===== src/design/motion_pkg.sv =====
package motion_pkg;
    // Clock and time base.
    localparam int CLK_HZ = 100_000_000;
    localparam int CLK_PERIOD_NS = 10;
    localparam int TICK_NS = 1_000_000;
    localparam int TICK_CYCLES = TICK_NS / CLK_PERIOD_NS;
    localparam logic [26:0] STEP_HALF = 27'(CLK_HZ / 2);
    localparam int SER_HALF_NS = 50;
    localparam int SER_HALF_CYCLES = SER_HALF_NS / CLK_PERIOD_NS;

    // Rate limits in pulses per second.
    localparam logic [15:0] MIN_RATE = 16'h003E;

    // Register offsets.
    localparam logic [3:0] OFF_CTRL = 4'h0;
    localparam logic [3:0] OFF_TARGET = 4'h1;
    localparam logic [3:0] OFF_ACCEL = 4'h2;
    localparam logic [3:0] OFF_TBASE = 4'h3;
    localparam logic [3:0] OFF_COUNT = 4'h4;
    localparam logic [3:0] OFF_CMD = 4'h5;
    localparam logic [3:0] OFF_WORD_A = 4'h6;
    localparam logic [3:0] OFF_WORD_B = 4'h7;
    localparam logic [3:0] OFF_REF_A = 4'h8;
    localparam logic [3:0] OFF_REF_B = 4'h9;
    localparam logic [3:0] OFF_STATUS = 4'hA;
    localparam logic [3:0] OFF_RATE = 4'hB;
    localparam logic [3:0] OFF_LEFT = 4'hC;

    // Control register fields.
    localparam int CB_EN_LOW = 0;
    localparam int CB_DOZE = 1;
    localparam int CB_CLEAR = 2;
    localparam int CB_DIR = 3;
    localparam int CB_MS_LO = 4;
    localparam int CB_MS_HI = 5;
    localparam int CB_SR = 6;
    localparam int CB_AUTO = 7;
    localparam logic [7:0] CTRL_RESET = 8'h01;

    // Command register fields, write only.
    localparam int CMD_START = 0;
    localparam int CMD_STOP = 1;
    localparam int CMD_PULSE = 2;
    localparam int CMD_MOVE = 3;
    localparam int CMD_UPDATE = 4;
    localparam int CMD_SEND_A = 5;
    localparam int CMD_SEND_B = 6;

    typedef enum logic [1:0] {ST_IDLE, ST_RUN, ST_DECEL, ST_COUNT} mode_type;
endpackage


===== src/design/stepper_pulse_profiler.sv =====
// Added by the designer: the register offsets and the address-and-strobe port.
`timescale 1ns/1ps
module stepper_pulse_profiler #(
    parameter int TICK_CYCLES = motion_pkg::TICK_CYCLES
) (
    // Clock, reset and clock enable
    input wire logic ref_clk,
    input wire logic rst_b,
    input wire logic ce,
    // Register port
    input wire logic [3:0] reg_addr,
    input wire logic [15:0] reg_wdata,
    input wire logic reg_wr,
    input wire logic reg_rd,
    output logic [15:0] reg_rdata,
    // Step and select lines
    output logic step,
    output logic dir,
    output logic microstep_sel_lo,
    output logic microstep_sel_hi,
    // Static control lines
    output logic drive_en_low,
    output logic doze_bar,
    output logic clear_bar,
    output logic sync_rectify_bar,
    // Serial control words
    output logic ser_clk,
    output logic ser_data,
    output logic ser_latch,
    output logic ser_chan,
    // Reference codes
    output logic [11:0] first_pair_reference,
    output logic [11:0] second_pair_reference
);
    logic [7:0] ctrl_r;
    logic [15:0] target_r, count_r, word_a_r, word_b_r;
    logic [7:0] accel_r, tbase_r;
    logic [11:0] ref_a_r, ref_b_r;
    logic [15:0] rate_r, goal_r, left_r, rdata_r;
    logic [15:0] rate_nxt;
    motion_pkg::mode_type mode_r;
    logic [31:0] tick_cnt_r;
    logic [7:0] tb_cnt_r;
    logic [2:0] sel_r;
    logic pend_a_r, pend_b_r, chan_r;
    logic [15:0] cmd;
    logic ready_ok, run, step_rise, step_fall, ms_tick, upd_tick, at_floor;
    logic launch, ser_busy, set_a, set_b;
    logic [16:0] up_sum;

    function automatic logic wr_hit(input logic [3:0] off);
        return reg_wr && reg_addr == off;
    endfunction

    function automatic logic [15:0] clamp_rate(input logic [15:0] v);
        return (v < motion_pkg::MIN_RATE) ? motion_pkg::MIN_RATE : v;
    endfunction

    assign cmd = wr_hit(motion_pkg::OFF_CMD) ? reg_wdata : 16'h0000;
    assign ready_ok = !ctrl_r[motion_pkg::CB_EN_LOW] &&
        ctrl_r[motion_pkg::CB_DOZE] && ctrl_r[motion_pkg::CB_CLEAR];
    assign run = mode_r != motion_pkg::ST_IDLE;
    assign at_floor = rate_r <= motion_pkg::MIN_RATE || accel_r == 8'h00;

    // Software registers.
    always_ff @(posedge ref_clk or negedge rst_b) begin
        if (!rst_b) begin
            ctrl_r <= motion_pkg::CTRL_RESET;
            target_r <= 16'h0000;
            accel_r <= 8'h00;
            tbase_r <= 8'h00;
            count_r <= 16'h0000;
            word_a_r <= 16'h0000;
            word_b_r <= 16'h0000;
            ref_a_r <= 12'h000;
            ref_b_r <= 12'h000;
        end else if (ce) begin
            if (wr_hit(motion_pkg::OFF_CTRL)) ctrl_r <= reg_wdata[7:0];
            if (wr_hit(motion_pkg::OFF_TARGET)) target_r <= reg_wdata;
            if (wr_hit(motion_pkg::OFF_ACCEL)) accel_r <= reg_wdata[7:0];
            if (wr_hit(motion_pkg::OFF_TBASE)) tbase_r <= reg_wdata[7:0];
            if (wr_hit(motion_pkg::OFF_COUNT)) count_r <= reg_wdata;
            if (wr_hit(motion_pkg::OFF_WORD_A)) word_a_r <= reg_wdata;
            if (wr_hit(motion_pkg::OFF_WORD_B)) word_b_r <= reg_wdata;
            if (wr_hit(motion_pkg::OFF_REF_A)) ref_a_r <= reg_wdata[11:0];
            if (wr_hit(motion_pkg::OFF_REF_B)) ref_b_r <= reg_wdata[11:0];
        end
    end

    // Read data stands in the cycle after the strobe only.
    always_ff @(posedge ref_clk or negedge rst_b) begin
        if (!rst_b) begin
            rdata_r <= 16'h0000;
        end else if (ce) begin
            rdata_r <= 16'h0000;
            if (reg_rd) begin
                unique case (reg_addr)
                    motion_pkg::OFF_CTRL: rdata_r <= {8'h00, ctrl_r};
                    motion_pkg::OFF_TARGET: rdata_r <= target_r;
                    motion_pkg::OFF_ACCEL: rdata_r <= {8'h00, accel_r};
                    motion_pkg::OFF_TBASE: rdata_r <= {8'h00, tbase_r};
                    motion_pkg::OFF_COUNT: rdata_r <= count_r;
                    motion_pkg::OFF_WORD_A: rdata_r <= word_a_r;
                    motion_pkg::OFF_WORD_B: rdata_r <= word_b_r;
                    motion_pkg::OFF_REF_A: rdata_r <= {4'h0, ref_a_r};
                    motion_pkg::OFF_REF_B: rdata_r <= {4'h0, ref_b_r};
                    motion_pkg::OFF_STATUS: rdata_r <= {9'h000, pend_b_r,
                        pend_a_r, ser_busy, ready_ok, step, 2'(mode_r)};
                    motion_pkg::OFF_RATE: rdata_r <= rate_r;
                    motion_pkg::OFF_LEFT: rdata_r <= left_r;
                    default: rdata_r <= 16'h0000;
                endcase
            end
        end
    end
    assign reg_rdata = rdata_r;

    // Millisecond tick and time base; both restart whenever the motor halts.
    assign ms_tick = tick_cnt_r == 32'(TICK_CYCLES - 1);
    assign upd_tick = ms_tick && tb_cnt_r >= tbase_r;
    always_ff @(posedge ref_clk or negedge rst_b) begin
        if (!rst_b) begin
            tick_cnt_r <= 32'h00000000;
            tb_cnt_r <= 8'h00;
        end else if (ce) begin
            if (!run || ms_tick) tick_cnt_r <= 32'h00000000;
            else tick_cnt_r <= tick_cnt_r + 32'h00000001;
            if (!run || upd_tick) tb_cnt_r <= 8'h00;
            else if (ms_tick) tb_cnt_r <= tb_cnt_r + 8'h01;
        end
    end

    // Rate moves toward the goal, or toward the minimum rate while stopping, by the increment, never past it.
    assign up_sum = {1'b0, rate_r} + {9'h000, accel_r};
    always_comb begin
        rate_nxt = rate_r;
        if (mode_r == motion_pkg::ST_DECEL) begin
            rate_nxt = (rate_r > 16'(accel_r) + motion_pkg::MIN_RATE) ?
                rate_r - 16'(accel_r) : motion_pkg::MIN_RATE;
        end else if (rate_r < goal_r) begin
            rate_nxt = (up_sum >= {1'b0, goal_r}) ? goal_r : up_sum[15:0];
        end else if (rate_r > goal_r) begin
            rate_nxt = ({1'b0, rate_r} > {1'b0, goal_r} + 17'(accel_r)) ?
                rate_r - 16'(accel_r) : goal_r;
        end
    end

    // Motion sequencing; stop takes priority over start, pulse and move; in RUN an update in the same write as a stop still loads the goal.
    always_ff @(posedge ref_clk or negedge rst_b) begin
        if (!rst_b) begin
            mode_r <= motion_pkg::ST_IDLE;
            rate_r <= motion_pkg::MIN_RATE;
            goal_r <= motion_pkg::MIN_RATE;
            left_r <= 16'h0000;
        end else if (ce) begin
            unique case (mode_r)
                motion_pkg::ST_IDLE: begin
                    if (cmd[motion_pkg::CMD_STOP] || !ready_ok) begin
                        mode_r <= motion_pkg::ST_IDLE;
                    end else if (cmd[motion_pkg::CMD_START]) begin
                        mode_r <= motion_pkg::ST_RUN;
                        rate_r <= motion_pkg::MIN_RATE;
                        goal_r <= clamp_rate(target_r);
                    end else if (cmd[motion_pkg::CMD_PULSE]) begin
                        mode_r <= motion_pkg::ST_COUNT;
                        rate_r <= clamp_rate(target_r);
                        left_r <= 16'h0001;
                    end else if (cmd[motion_pkg::CMD_MOVE] &&
                                 count_r != 16'h0000) begin
                        mode_r <= motion_pkg::ST_COUNT;
                        rate_r <= clamp_rate(target_r);
                        left_r <= count_r;
                    end
                end
                motion_pkg::ST_RUN: begin
                    if (cmd[motion_pkg::CMD_STOP]) begin
                        mode_r <= motion_pkg::ST_DECEL;
                    end else if (upd_tick) begin
                        rate_r <= rate_nxt;
                    end
                    if (cmd[motion_pkg::CMD_UPDATE]) goal_r <= clamp_rate(target_r);
                end
                motion_pkg::ST_DECEL: begin
                    if (at_floor && step_fall) mode_r <= motion_pkg::ST_IDLE;
                    else if (upd_tick) rate_r <= rate_nxt;
                end
                motion_pkg::ST_COUNT: begin
                    if (step_rise) left_r <= left_r - 16'h0001;
                    if (cmd[motion_pkg::CMD_STOP] ||
                        (step_fall && left_r == 16'h0000)) begin
                        mode_r <= motion_pkg::ST_IDLE;
                    end
                end
            endcase
        end
    end

    // rising edge per step, half-period high time
    step_timer u_timer (
        .ref_clk(ref_clk),
        .rst_b(rst_b),
        .ce(ce),
        .run(run),
        .rate(rate_r),
        .step_r(step),
        .rise(step_rise),
        .fall(step_fall)
    );

    // selects move only while step stays low
    // Holding them on a rising edge gives the driver a cycle of setup.
    always_ff @(posedge ref_clk or negedge rst_b) begin
        if (!rst_b) sel_r <= 3'h0;
        else if (ce && !step && !step_rise)
            sel_r <= ctrl_r[motion_pkg::CB_MS_HI:motion_pkg::CB_DIR];
    end
    assign dir = sel_r[0];
    assign microstep_sel_lo = sel_r[1];
    assign microstep_sel_hi = sel_r[2];
    // bit level is line level, rectification low after reset
    assign drive_en_low = ctrl_r[motion_pkg::CB_EN_LOW];
    assign doze_bar = ctrl_r[motion_pkg::CB_DOZE];
    assign clear_bar = ctrl_r[motion_pkg::CB_CLEAR];
    assign sync_rectify_bar = ctrl_r[motion_pkg::CB_SR];
    assign first_pair_reference = ref_a_r;
    assign second_pair_reference = ref_b_r;

    // pending words; a new request beats the clear of the old one
    assign set_a = cmd[motion_pkg::CMD_SEND_A] ||
        (wr_hit(motion_pkg::OFF_WORD_A) && ctrl_r[motion_pkg::CB_AUTO] &&
         reg_wdata != word_a_r);
    assign set_b = cmd[motion_pkg::CMD_SEND_B] ||
        (wr_hit(motion_pkg::OFF_WORD_B) && ctrl_r[motion_pkg::CB_AUTO] &&
         reg_wdata != word_b_r);
    assign launch = !ser_busy && (pend_a_r || pend_b_r);
    always_ff @(posedge ref_clk or negedge rst_b) begin
        if (!rst_b) begin
            pend_a_r <= 1'b0;
            pend_b_r <= 1'b0;
            chan_r <= 1'b0;
        end else if (ce) begin
            pend_a_r <= set_a || (pend_a_r && !launch);
            pend_b_r <= set_b || (pend_b_r && !(launch && !pend_a_r));
            if (launch) chan_r <= !pend_a_r;
        end
    end
    assign ser_chan = chan_r;

    word_sender u_sender (
        .ref_clk(ref_clk),
        .rst_b(rst_b),
        .ce(ce),
        .start(ce && launch),
        .word(pend_a_r ? word_a_r : word_b_r),
        .busy_r(ser_busy),
        .ser_clk_r(ser_clk),
        .ser_data(ser_data),
        .ser_latch_r(ser_latch)
    );
endmodule


===== src/design/step_timer.sv =====
`timescale 1ns/1ps
module step_timer (
    // Clock and reset
    input wire logic ref_clk,
    input wire logic rst_b,
    input wire logic ce,
    // Rate control
    input wire logic run,
    input wire logic [15:0] rate,
    // Step line and its edges
    output logic step_r,
    output logic rise,
    output logic fall
);
    logic [26:0] acc_r;
    logic [26:0] sum;
    logic wrap;

    // The accumulator crosses half a second of pulses twice per step, so the
    // line is high for half the period at any rate.
    assign sum = acc_r + {11'h000, rate};
    assign wrap = sum >= motion_pkg::STEP_HALF;
    assign rise = ce & run & wrap & ~step_r;
    assign fall = ce & run & wrap & step_r;

    always_ff @(posedge ref_clk or negedge rst_b) begin
        if (!rst_b) begin
            acc_r <= 27'h0000000;
            step_r <= 1'b0;
        end else if (ce) begin
            if (!run) begin
                acc_r <= 27'h0000000;
                step_r <= 1'b0;
            end else if (wrap) begin
                acc_r <= sum - motion_pkg::STEP_HALF;
                step_r <= ~step_r;
            end else begin
                acc_r <= sum;
            end
        end
    end
endmodule


===== src/design/word_sender.sv =====
`timescale 1ns/1ps
module word_sender #(
    parameter int HALF_CYCLES = motion_pkg::SER_HALF_CYCLES
) (
    // Clock and reset
    input wire logic ref_clk,
    input wire logic rst_b,
    input wire logic ce,
    // Launch
    input wire logic start,
    input wire logic [15:0] word,
    output logic busy_r,
    // Serial lines
    output logic ser_clk_r,
    output logic ser_data,
    output logic ser_latch_r
);
    logic [15:0] sh_r;
    logic [4:0] bits_r;
    logic [7:0] div_r;
    logic half_done;

    assign half_done = div_r == 8'(HALF_CYCLES - 1);
    assign ser_data = sh_r[15];

    always_ff @(posedge ref_clk or negedge rst_b) begin
        if (!rst_b) begin
            busy_r <= 1'b0;
            sh_r <= 16'h0000;
            bits_r <= 5'h00;
            div_r <= 8'h00;
            ser_clk_r <= 1'b0;
            ser_latch_r <= 1'b0;
        end else if (ce) begin
            ser_latch_r <= 1'b0;
            if (!busy_r) begin
                if (start) begin
                    busy_r <= 1'b1;
                    sh_r <= word;
                    bits_r <= 5'h00;
                    div_r <= 8'h00;
                end
            end else if (!half_done) begin
                div_r <= div_r + 8'h01;
            end else begin
                div_r <= 8'h00;
                ser_clk_r <= ~ser_clk_r;
                // The driver samples on the rising edge; shift on the fall.
                if (ser_clk_r) begin
                    sh_r <= {sh_r[14:0], 1'b0};
                    bits_r <= bits_r + 5'h01;
                    if (bits_r == 5'h0F) begin
                        busy_r <= 1'b0;
                        ser_latch_r <= 1'b1;
                    end
                end
            end
        end
    end
endmodule


===== config.mk =====
export PLATFORM = sky130hd
export DESIGN_NAME = stepper_pulse_profiler
export DESIGN_NICKNAME = d
export VERILOG_FILES = /design/src/design/motion_pkg.sv /design/src/design/stepper_pulse_profiler.sv /design/src/design/step_timer.sv /design/src/design/word_sender.sv
export SDC_FILE = /design/constraint.sdc
export NUM_CORES = 1
export LEC_CHECK = 0
export BUFFER_PORTS_ARGS = -buffer_cell sky130_fd_sc_hd__clkbuf_2
export CORE_ASPECT_RATIO = 0.75
export CORE_UTILIZATION = 38
export CTS_CLUSTER_SIZE = 12
export DETAILED_ROUTE_END_ITERATION = 8
export PLACE_DENSITY = 0.54
export REMOVE_ABC_BUFFERS = 1
export SKIP_LAST_GASP = 1
export SLEW_MARGIN = 20
export SYNTH_ARGS = -nofsm -noshare
export SYNTH_HDL_FRONTEND = slang
export SYNTH_SLANG_ARGS = --single-unit

===== constraint.sdc =====
create_clock -name ref_clk -period 10.7 [get_ports ref_clk]
set_input_delay 2.14 -clock ref_clk [delete_from_list [all_inputs] [get_ports ref_clk]]
set_output_delay 2.14 -clock ref_clk [all_outputs]
set_load 0.01 [all_outputs]

==> results of run 1 <==
-- logic make-up (layout without fill, tap and decap cells) --
logic type      after synthesis  in the layout
simple gates                609            609
compound gates              577            577
flops                       284            284
buf+inv                     192            246
xor+xnor                    142            142
mux                         138            138
fa+ha+maj                   122            122
other cells                   0              4
-- final cells by class --
| cell class | count | area, um^2 |
|---|---|---|
| clock inverters | 11 | 126 |
| fillers | 4812 | 28000 |
| inverters | 84 | 315 |
| diodes | 4 | 10.0 |
| multi-input cells | 1588 | 11300 |
| flip-flops and latches | 284 | 7120 |
| well taps | 648 | 811 |
| clock buffers | 42 | 857 |
| repair buffers | 109 | 651 |
-- synth_stat cells (all sizes together), types with 25 or more instances --
cell and instances:
a21o 41, a21oi 120, a22o 25, a22oi 34, and3 36, buf 27
clkbuf 81, dfrtp 273, ha 117, inv 83, mux2 114, nand2 151
nand3 59, nand4 40, nor2 151, nor3 52, o21ai 140, xnor2 100
xor2 42
-- stage by stage --
stage          util [%]  hold WS [ns]  setup WS (ns)
3_3_place_gp       41.0         0.460           5.08
3_5_place_dp       41.0         0.472           4.97
5_1_grt            43.1         0.506           4.35
4_1_cts            43.0         0.485           4.93
6_report           43.1         0.480           4.72
2_1_floorplan         -         0.446           5.64
-- final timing paths --
| check | slack, ns | to | depth (start not counted) | start |
|---|---|---|---|---|
| max | 4.72 | rate_r[6] | 19 | rate_r[2] |
| max in group asynchronous | 7.81 | reg_rdata[9] | 2 | rst_b |
| min in group asynchronous | 1.51 | tick_cnt_r[12] | 1 | rst_b |
| max reg2reg | 4.72 | rate_r[6] | 19 | rate_r[2] |
| min reg2reg | 0.48 | reg_rdata[5] | 1 | reg_rdata[5] |
| min | 0.48 | reg_rdata[5] | 1 | reg_rdata[5] |
-- flip-flops by register name, summed over array words and instances (netlist names), 12 cells and up --
signal                 count
goal_r                    16
word_b_r                  16
first_pair_reference      12
word_a_r                  16
reg_rdata                 16
left_r                    16
u_timer.acc_r             27
target_r                  16
u_sender.sh_r             16
rate_r                    16
tick_cnt_r                32
second_pair_reference     12
count_r                   16
-- where the power goes --
part           internal (W)  switching (W)  total [W]
combinational      0.000805        0.00128    0.00208
sequential          0.00128       0.000291    0.00157
clock              0.000607       0.000480    0.00109
-- routing by layer --
metal | share of wire, % | GRT usage [%] | vias to the layer above | wire, um
met1 | 48 | 42.1 | 8443 | 33900
met2 | 42 | 39.2 | 708 | 29400
met5 | 0 | 0 | - | 0
met3 | 7.7 | 4.08 | 109 | 5450
li1 | - | - | 7679 | -
met4 | 2.3 | 6.67 | 0 | 1600
==> summary.md, run 1 <==
| Metric | Value |
|---|---|
| Root Buffer | clkbuf_16 |
| Post-DR vias/cell | 6.12 |
| Post-Syn Area per Cell | 9.25 um^2 |
| GR Overflow Total | 0 |
| Share of layout cells above drive strength 1 | 14.7% |
| CP cell instances | ha_1 > inv_1 > a21oi_1 > o21a_1 > o31ai_1 > a221o_1 > nand3_1 > xnor2_1 > ha_1 > a21o_1 > a211oi_1 > o2111ai_1 > a221o_1 > a21oi_1 > nand2_1 > o41a_1 > a32oi_1 > a21oi_1 > a21oi_1 |
| Worst Hold Class | reg2reg |
| Wire per inst | 25.4 um |
| Crit path arrival time | 6.51 ns |
| Final hold vios | 0 |
| Final HPWL DP | 51500 um |
| Max clock buf depth | 3 |
| Vias in the first global route | 16100 |
| Post-CTS setup buffers | 0 |
| Async S/R FF share, synth | 100% |
| Core area | 49100 um^2 |
| LEAKAGE | 9.23 nW |
| Worst setup SP type | flop |
| Failing checks | design-rule violations |
| DP Cell Count | 2713 |
| Clock slew at reported path FFs | 0.07 ns |
| Slowest stage delay, CP | 0.66 ns |
| Mux cell area share after synthesis | 7.98% |
| Std cell rows | 70 |
| Largest net degree at the start of global routing | 153 |
| Most used cell, CP | a21oi_1 |
| IO Pins | 77 |
| Number of antenna violations at the first check in global routing | 4 |
| Synth Area in Simple Gates | 15.5% |
| Detail Route Antenna Nets | 0 |
| CTS Buf Count | 31 |
| Die W | 261 um |
| CP Capture Type | flop |
| Final setup TNS | 0 ns |
| Seq/Total Area, Yosys | 37.3% |
| Max Cap Violations | 0 |
| Hold_buf cts | 0 |
| Synth top area share | 35.8% |
| Setup Skew | 0.0134 ns |
| Yosys warns | 0 |
| Worst-Margin Slew | 1.16 ns |
| Syn Std Cell Area | 19100 um^2 |
| Post-Place Cell Area | 20200 um^2 |
| PD cells | 224 nW/um^2 |
| H-tree Lvls | 1 |
| Xor/xnor cell area share of the yosys netlist | 6.51% |
| Period utilisation layout | 55.9% |
| Yosys cell types | 85 |
| Largest cells by area after synthesis | dfrtp_1, ha_1, mux2_2, xnor2_1, o21ai_0 |
| Largest family of logic cells by synthesized area | compound AO/OA/AOI/OAI gates |
| Slowest stage cell, crit path | dfstp_2 |
| Clk_lat worst skew | 0.61 ns |
| CTS tree | built |
| Post-synthesis adder-cell area fraction | 8.19% |
| First-pass GRT wire length | 106000 um |
| F_max | 0.167 GHz |
| CP Buf/Inv Count | 1 |
| Min cycle time layout | 5.98 ns |
| Cell taking the most area after synthesis | dfrtp_1 |
| RSZ-0062 raised after global routing | false |
| GRT Overall Usage | 27.3% |
| Crit-path max FO | 17 |
| Initial DRC count | 1822 |
| Crit path kind | reg2reg |
| Area growth, synth to finish | 10.8% |
| Die H | 196 um |
| Layout Cells excl Fill | 2770 |
| Complex-gate fraction of the synthesized area | 20.6% |
| Sink Count | 284 |
| EDFF count, synth | 0 |
| PortBufs | 76 |
| Initial Utilization | 38.9% |
| Final nets | 2245 |
| Die area | 51200 um^2 |
| Prevailing post-synth register cell | dfrtp_1 |
| Drc violations | 2 |
| Most frequent cells in the layout | dfrtp_1, nand2_1, nor2_1 |
| Slew Viols, Final | 0 |
| Final WL | 70300 um |
| Synth Register Bits | 284 |
| Finish-stage setup viols | 0 |
| CP top delay family | compound AO/OA/AOI/OAI gates |
| Commonest non-fill, non-tap cell in the layout | dfrtp_1 |
| Data required time of the worst path | 11.23 ns |
| Drt first pass iters | 7 |
| Relative slew slack | 22.2% |
| Total chip power | 0.00474 W |
| Gate count of the mapped netlist | 2064 |
| Via count | 16900 |
| RD Place Congestion | 1.02 |
| PostCTS Resize Cnt | 0 |
| Peak VDD IR | 0.145 mV |
| Final Cell Area | 21200 um^2 |
| Status | finished with violations |
Power figures use the tool's default switching activity.
==> run 2: changes to the inputs <==
--- a/config.mk
+++ b/config.mk
@@ -5,12 +5,13 @@
 export SDC_FILE = /design/constraint.sdc
 export NUM_CORES = 1
 export LEC_CHECK = 0
+export ABC_AREA = 1
 export BUFFER_PORTS_ARGS = -buffer_cell sky130_fd_sc_hd__clkbuf_2
 export CORE_ASPECT_RATIO = 0.75
 export CORE_UTILIZATION = 38
 export CTS_CLUSTER_SIZE = 12
 export DETAILED_ROUTE_END_ITERATION = 8
-export PLACE_DENSITY = 0.54
+export PLACE_DENSITY = 0.56
 export REMOVE_ABC_BUFFERS = 1
 export SKIP_LAST_GASP = 1
 export SLEW_MARGIN = 20
==> constraint.sdc (replaced) <==
create_clock -name ref_clk -period 5.05 [get_ports ref_clk]
set_input_delay 1.01 -clock ref_clk [delete_from_list [all_inputs] [get_ports ref_clk]]
set_output_delay 1.01 -clock ref_clk [all_outputs]
set_load 0.01 [all_outputs]
==> run 2 against run 1 <==
The flow now finishes without violations. Synthesized cell count rose by 36%. Worst setup slack lost 4.2 ns. Total power is 85% higher. Critical path depth up 8. Cell count up 30%. Die area rose by 5.4%. Sequential cell count stayed put. Largest cell class unchanged. Sequential share of layout area fell by 2.1 points. Worst hold slack got worse by 0.0057 ns. Utilization rose by 0.31 points.
==> summary.md, run 2 <==
| Metric | Value |
|---|---|
| Detail Route Antenna Nets | 0 (unchanged) |
| Slew Viols, Final | 0 (unchanged) |
| Core area | 52000 um^2 (was 49100 um^2) |
| EDFF count, synth | 0 (unchanged) |
| Yosys cell types | 61 (was 85) |
| Wire per inst | 20.0 um (was 25.4 um) |
| Hold depth | 2 (was 1) |
| RD Place Congestion | 0.947 (was 1.02) |
| Vias in the first global route | 18400 (was 16100) |
| R2R Setup Slk | 0.51 ns (was 4.72 ns) |
| Syn Std Cell Area | 20100 um^2 (was 19100 um^2) |
| Worst Hold Class | reg2reg (unchanged) |
| IO Pins | 77 (unchanged) |
| Worst Hold Path EP | ser_chan (was reg_rdata[5]) |
| DP Cell Count | 3534 (was 2713) |
| FF-to-FF End | rate_r[9] (was rate_r[6]) |
| Share of layout cells above drive strength 1 | 9.69% (was 14.7%) |
| Max Cap Violations | 0 (unchanged) |
| GR Overflow Total | 0 (unchanged) |
| Yosys warns | 0 (unchanged) |
| GRT Overall Usage | 26.9% (was 27.3%) |
| Number of antenna violations at the first check in global routing | 1 (was 4) |
| Min cycle time layout | 4.54 ns (was 5.98 ns) |
| Crit path kind | reg2reg (unchanged) |
| Most flop-heavy register | tick_cnt_r (unchanged) |
| Worst setup SP type | flop (unchanged) |
| CTS tree | built (unchanged) |
| Drc violations | 0 (was 2) |
| Final HPWL DP | 54800 um (was 51500 um) |
| Root Buffer | clkbuf_16 (unchanged) |
| CP Capture Type | flop (unchanged) |
| Clk_lat worst skew | 0.56 ns (was 0.61 ns) |
| H-tree Lvls | 2 (was 1) |
| Status | completed (was finished with violations) |
| Biggest regs | tick_cnt_r x32, u_timer.acc_r x27 (unchanged) |
| Worst Min Path Start | ser_chan (was reg_rdata[5]) |
| Area growth, synth to finish | 12.0% (was 10.8%) |
| Core Util, Final | 43.4% (was 43.1%) |
| Largest net degree at the start of global routing | 97 (was 153) |
| Largest register FFs | 32 (unchanged) |
| Synth top area share | 33.9% (was 35.8%) |
| F_max | 0.221 GHz (was 0.167 GHz) |
| Via count | 19700 (was 16900) |
| Final nets | 3015 (was 2245) |
| RSZ-0062 raised after global routing | false (unchanged) |
| Seq/Total Area, Yosys | 35.4% (was 37.3%) |
| Start point of the critical path | accel_r[4] (was rate_r[2]) |
| Layout Cells excl Fill | 3595 (was 2770) |
| Std cell rows | 72 (was 70) |
| Die W | 268 um (was 261 um) |
| Clock slew at reported path FFs | 0.06 ns (was 0.07 ns) |
| Period utilisation layout | 89.8% (was 55.9%) |
| Drt first pass iters | 5 (was 7) |
| Synth Register Bits | 284 (unchanged) |
| First-pass GRT wire length | 111000 um (was 106000 um) |
| Post-Syn Area per Cell | 7.20 um^2 (was 9.25 um^2) |
| PortBufs | 76 (unchanged) |
| Post-DR vias/cell | 5.47 (was 6.12) |
| LEAKAGE | 11.1 nW (was 9.23 nW) |
| Setup Skew | 0.0194 ns (was 0.0134 ns) |
| Final setup TNS | 0 ns (unchanged) |
| Prevailing post-synth register cell | dfrtp_1 (unchanged) |
| Hold_buf cts | 0 (unchanged) |
| Data required time of the worst path | 5.49 ns (was 11.23 ns) |
| Largest cells by area after synthesis | dfrtp_1, nand2_1, ha_1, o21ai_0, inv_1 (was dfrtp_1, ha_1, mux2_2, xnor2_1, o21ai_0) |
| Finish-stage setup viols | 0 (unchanged) |
| Most frequent cells in the layout | nand2_1, inv_1, dfrtp_1 (was dfrtp_1, nand2_1, nor2_1) |
| Die area | 53900 um^2 (was 51200 um^2) |
| Synth top cells by count | nand2_1, inv_1, dfrtp_1, o21ai_0, nand3_1 (was dfrtp_1, nor2_1, nand2_1, o21ai_0, a21oi_1) |
| Cell taking the most area after synthesis | dfrtp_1 (unchanged) |
| FF-to-FF Start | accel_r[4] (was rate_r[2]) |
| Most common cell in the synthesized netlist | nand2_1 (was dfrtp_1) |
| Initial DRC count | 1903 (was 1822) |
| R2R depth | 27 (was 19) |
| Peak VDD IR | 0.214 mV (was 0.145 mV) |
| Worst-Margin Slew | 1.07 ns (was 1.16 ns) |
| Async S/R FF share, synth | 100% (unchanged) |
| Total chip power | 0.00875 W (was 0.00474 W) |
| Post-CTS setup buffers | 0 (unchanged) |
| Crit-path max FO | 18 (was 17) |
| Fill cells | 5417 (was 4812) |
| CTS Buf Count | 35 (was 31) |
| Die H | 201 um (was 196 um) |
| Sink Count | 284 (unchanged) |
| Crit path arrival time | 4.97 ns (was 6.51 ns) |
| Gate count of the mapped netlist | 2797 (was 2064) |
| Initial Utilization | 38.7% (was 38.9%) |
| Relative slew slack | 28.1% (was 22.2%) |
| PostCTS Resize Cnt | 0 (unchanged) |
| Final hold vios | 0 (unchanged) |
| PD cells | 388 nW/um^2 (was 224 nW/um^2) |
| Final WL | 71900 um (was 70300 um) |
| Max clock buf depth | 3 (unchanged) |
| Commonest non-fill, non-tap cell in the layout | nand2_1 (was dfrtp_1) |
| Hold WS | 0.475 ns (was 0.480 ns) |
==> run 2: area by class of cell <==
cell class | count | area, um^2 | share of cell area (%)
multi-input cells | 2066 | 11300 | 50.2
flip-flops and latches | 284 | 7120 | 31.6
inverters | 356 | 1340 | 5.93
clock buffers | 49 | 998 | 4.43
well taps | 703 | 880 | 3.90
repair buffers | 125 | 783 | 3.47
clock inverters | 11 | 110 | 0.488
diodes | 1 | 2.50 | 0.0111
==> run 2: worst max-delay path by stage <==
| stage | endpoint | slack [ns] | cells after the start |
|---|---|---|---|
| floorplan | rate_r[7] | 0.92 | 28 |
| global placement | rate_r[7] | 0.36 | 28 |
| detailed placement | rate_r[1] | 0.23 | 25 |
| CTS | rate_r[1] | 0.20 | 25 |
| global route | rate_r[8] | 0.07 | 27 |
| finish | rate_r[9] | 0.51 | 27 |
==> run 2: power by group <==
group	total (W)	switching [W]	internal (W)	leakage [nW]
Combinational	0.00312	0.00204	0.00108	6.86
Clock	0.00249	0.00105	0.00144	0.538
Sequential	0.00315	0.000463	0.00269	3.73
Total	0.00875	0.00355	0.00520	11.1
==> run 2: worst max-delay path, cell delays in order, from the launching register on <==
cell	delay, ns
dfrtp_1	0.58
inv_1	0.15
ha_1	0.48
inv_1	0.17
nand2_1	0.07
nor3_1	0.12
nand2_1	0.07
nand3_1	0.15
nand4_1	0.12
nand2_1	0.12
nand2_1	0.06
nand2_1	0.06
nand2_1	0.11
ha_1	0.35
nand4_1	0.13
nor4_1	0.27
nand2_1	0.31
nand3_1	0.25
buf_4	0.27
nand2_1	0.07
nand3_1	0.07
nand2_1	0.06
nand2_1	0.05
nand2_1	0.06
nand2_1	0.06
nand2_1	0.06
nand3_1	0.06
nand2_1	0.05
==> run 2: routing by layer <==
metal | GRT usage (%) | routed length (um)
met1 | 41.6 | 35300
met2 | 36.3 | 28200
met3 | 6.05 | 6450
met4 | 8.06 | 1970
met5 | 0 | 0
==> run 2: metrics by stage <==
stage	cell area, um^2	setup WS, ns
6_report	22600	0.515
5_1_grt	22500	0.0660
4_1_cts	22500	0.199
3_5_place_dp	21400	0.229
3_3_place_gp	21400	0.363
2_1_floorplan	19800	0.923
==> run 2: cell families (layout without fill, tap and decap cells) <==
logic type | after synthesis | count (layout) | synth area share [%]
fa+ha+maj | 122 | 122 | 7.76
compound gates | 535 | 535 | 15.6
simple gates | 1313 | 1313 | 28.6
flops | 284 | 284 | 35.4
other cells | 0 | 1 | 0
mux | 1 | 1 | 0.0497
buf+inv | 447 | 541 | 8.50
xor+xnor | 95 | 95 | 4.17
==> run 3: changes to the inputs <==
--- a/config.mk
+++ b/config.mk
@@ -8,6 +8,7 @@
 export ABC_AREA = 1
 export BUFFER_PORTS_ARGS = -buffer_cell sky130_fd_sc_hd__clkbuf_2
 export CORE_ASPECT_RATIO = 0.75
+export CORE_MARGIN = 2
 export CORE_UTILIZATION = 38
 export CTS_CLUSTER_SIZE = 12
 export DETAILED_ROUTE_END_ITERATION = 8
==> run 3 against run 2 <==
Non-clock buffer count is 4 lower. Highest routed layer unchanged. Register-to-register slack hardly changed. Critical endpoint is now rate_r[2]. Fmax is 0.10% higher. Count of clock-buffer cells in the layout is 2 lower. First-iteration DRC count is 10% higher. Clock skew is 0.0046 ns higher. Critical path type unchanged. Global-route usage is 0.96 points lower. Critical path depth is 2 lower.
==> summary.md, run 3 (synthesis gave the netlist of run 2 again) <==
| Metric | Value |
|---|---|
| Status | completed (unchanged) |
| Die H | 203 um (was 201 um) |
| Drc violations | 0 (unchanged) |
| Finish-stage setup viols | 0 (unchanged) |
| Crit path kind | reg2reg (unchanged) |
| GRT Overall Usage | 25.9% (was 26.9%) |
| Post-CTS setup buffers | 0 (unchanged) |
| Std cell rows | 73 (was 72) |
| Total chip power | 0.00871 W (was 0.00875 W) |
| Largest register FFs | 32 (unchanged) |
| Multi-input gate area | 11300 um^2 (about the same) |
| PD cells | 387 nW/um^2 (was 388 nW/um^2) |
| Initial Utilization | 38.2% (was 38.7%) |
| Die W | 270 um (was 268 um) |
| Share of layout cells above drive strength 1 | 9.62% (was 9.69%) |
| Clk_lat worst skew | 0.57 ns (was 0.56 ns) |
| F_max | 0.221 GHz (about the same) |
| Wire per inst | 19.8 um (was 20.0 um) |
| Ant diodes | 0 (was 1) |
| Slew Viols, Final | 0 (unchanged) |
| Crit-path max FO | 12 (was 18) |
| FF-to-FF Start | accel_r[2] (was accel_r[4]) |
| Slowest stage cell, crit path | dfrtp_1 (unchanged) |
| Fill cells | 5409 (was 5417) |
| Clock slew at reported path FFs | 0.06 ns (about the same) |
| Peak VDD IR | 0.240 mV (was 0.214 mV) |
| Hold_buf cts | 0 (unchanged) |
| Vias in the first global route | 18700 (was 18400) |
| Sink Count | 284 (unchanged) |
| Number of antenna violations at the first check in global routing | 0 (was 1) |
| Data required time of the worst path | 5.55 ns (was 5.49 ns) |
| CTS tree | built (unchanged) |
| RD Place Congestion | 0.936 (was 0.947) |
| Most used cell, CP | nand2_1 (unchanged) |
| RSZ-0062 raised after global routing | false (unchanged) |
| Biggest regs | tick_cnt_r x32, u_timer.acc_r x27 (unchanged) |
| Root Buffer | clkbuf_16 (unchanged) |
| Area growth, synth to finish | 11.8% (was 12.0%) |
| Max clock buf depth | 3 (unchanged) |
| Die area | 54900 um^2 (was 53900 um^2) |
| Worst Hold Class | in2async (was reg2reg) |
| Max Cap Violations | 0 (unchanged) |
| Worst-Margin Slew | 1.07 ns (about the same) |
| Final setup TNS | 0 ns (unchanged) |
| CP Capture Type | flop (unchanged) |
| H-tree Lvls | 2 (unchanged) |
| Most flop-heavy register | tick_cnt_r (unchanged) |
| Final nets | 3011 (was 3015) |
| R2R depth | 25 (was 27) |
| FF-to-FF End | rate_r[2] (was rate_r[9]) |
| IO Pins | 77 (unchanged) |
| Most frequent cells in the layout | nand2_1, inv_1, dfrtp_1 (unchanged) |
| GR Overflow Total | 0 (unchanged) |
| Period utilisation layout | 89.7% (was 89.8%) |
| Post-DR vias/cell | 5.50 (was 5.47) |
| Register Area | 7120 um^2 (unchanged) |
| Worst setup SP type | flop (unchanged) |
| Commonest non-fill, non-tap cell in the layout | nand2_1 (unchanged) |
| Final WL | 71200 um (was 71900 um) |
| CTS Buf Count | 35 (unchanged) |
| Setup Skew | 0.0240 ns (was 0.0194 ns) |
| Post-Place Cell Area | 21400 um^2 (about the same) |
| R2R Setup Slk | 0.52 ns (was 0.51 ns) |
| Initial DRC count | 2096 (was 1903) |
| Final HPWL DP | 54100 um (was 54800 um) |
| Final hold vios | 0 (unchanged) |
| Min cycle time layout | 4.53 ns (was 4.54 ns) |
| PostCTS Resize Cnt | 0 (unchanged) |
| PortBufs | 76 (unchanged) |
| Relative slew slack | 28.6% (was 28.1%) |
| Core Util, Final | 42.7% (was 43.4%) |
| Drt first pass iters | 6 (was 5) |
| Final Cell Area | 22500 um^2 (was 22600 um^2) |
| Core area | 52700 um^2 (was 52000 um^2) |
| LEAKAGE | 11.1 nW (about the same) |
| First-pass GRT wire length | 111000 um (about the same) |
| Crit path arrival time | 5.03 ns (was 4.97 ns) |
| Detail Route Antenna Nets | 0 (unchanged) |
| Via count | 19800 (was 19700) |
| Slowest stage delay, CP | 0.45 ns (was 0.58 ns) |
| Largest net degree at the start of global routing | 86 (was 97) |
[run 3: cell types whose count changed in the layout (fill, tap and decap cells not counted), moves of 2 or more]
cell	change
clkinv_2	+5
buf_4	-3
clkbuf_1	-2
clkinv_8	-2
inv_16	+2
nand2_1	+2
nand2_2	-2
[run 3: worst max path at each step]
| stage | from | to | slack (ns) |
|---|---|---|---|
| after detailed placement | accel_r[1] | rate_r[2] | 0.60 |
| after global placement | accel_r[2] | rate_r[5] | 0.71 |
| after global routing | accel_r[2] | rate_r[3] | 0.06 |
| after CTS | accel_r[1] | rate_r[3] | 0.57 |
| after floorplan | accel_r[1] | rate_r[7] | 0.92 |
| final | accel_r[2] | rate_r[2] | 0.52 |
[run 3: metrics by stage]
stage	setup slack [ns]	std cells	hold slack, ns
6_report	0.520	3602	0.426
5_1_grt	0.0567	3602	0.473
4_1_cts	0.565	3602	0.464
3_5_place_dp	0.600	3539	0.463
3_3_place_gp	0.714	3539	0.452
2_1_floorplan	0.923	2706	0.438
[run 3: report_power, final]
group	switching (W)	internal, W
sequential	0.000490	0.00269
clock	0.00110	0.00140
combinational	0.00198	0.00105
total	0.00357	0.00514
[run 3: final cells by class]
type	count	area share (%)
Sequential cell	284	31.6
Multi-Input combinational cell	2066	50.2
Timing Repair Buffer	121	3.29
Tap cell	712	3.96
Inverter	356	5.94
Clock buffer	47	4.40
Clock inverter	16	0.539
[run 3: routing by layer]
metal / routed length [um] / part of all wire (%) / GRT usage (%) / vias to the layer above
li1: - / - / - / 9464
met1: 34300 / 48 / 39.6 / 9489
met2: 28900 / 41 / 37.2 / 781
met3: 6350 / 8.9 / 4.87 / 93
met4: 1620 / 2.3 / 6.51 / 0
met5: 0 / 0 / 0 / -
[run 3: critical path, delay by kind of cell (launching register included)]
family,cells,cell delay [ns]
AOI/OAI and AO/OA,6,0.81
xor gates and xnor gates,1,0.19
adders and majority gates,2,0.72
buffers and inverters,2,0.39
DFF,1,0.45
and+or+nand+nor,14,1.90
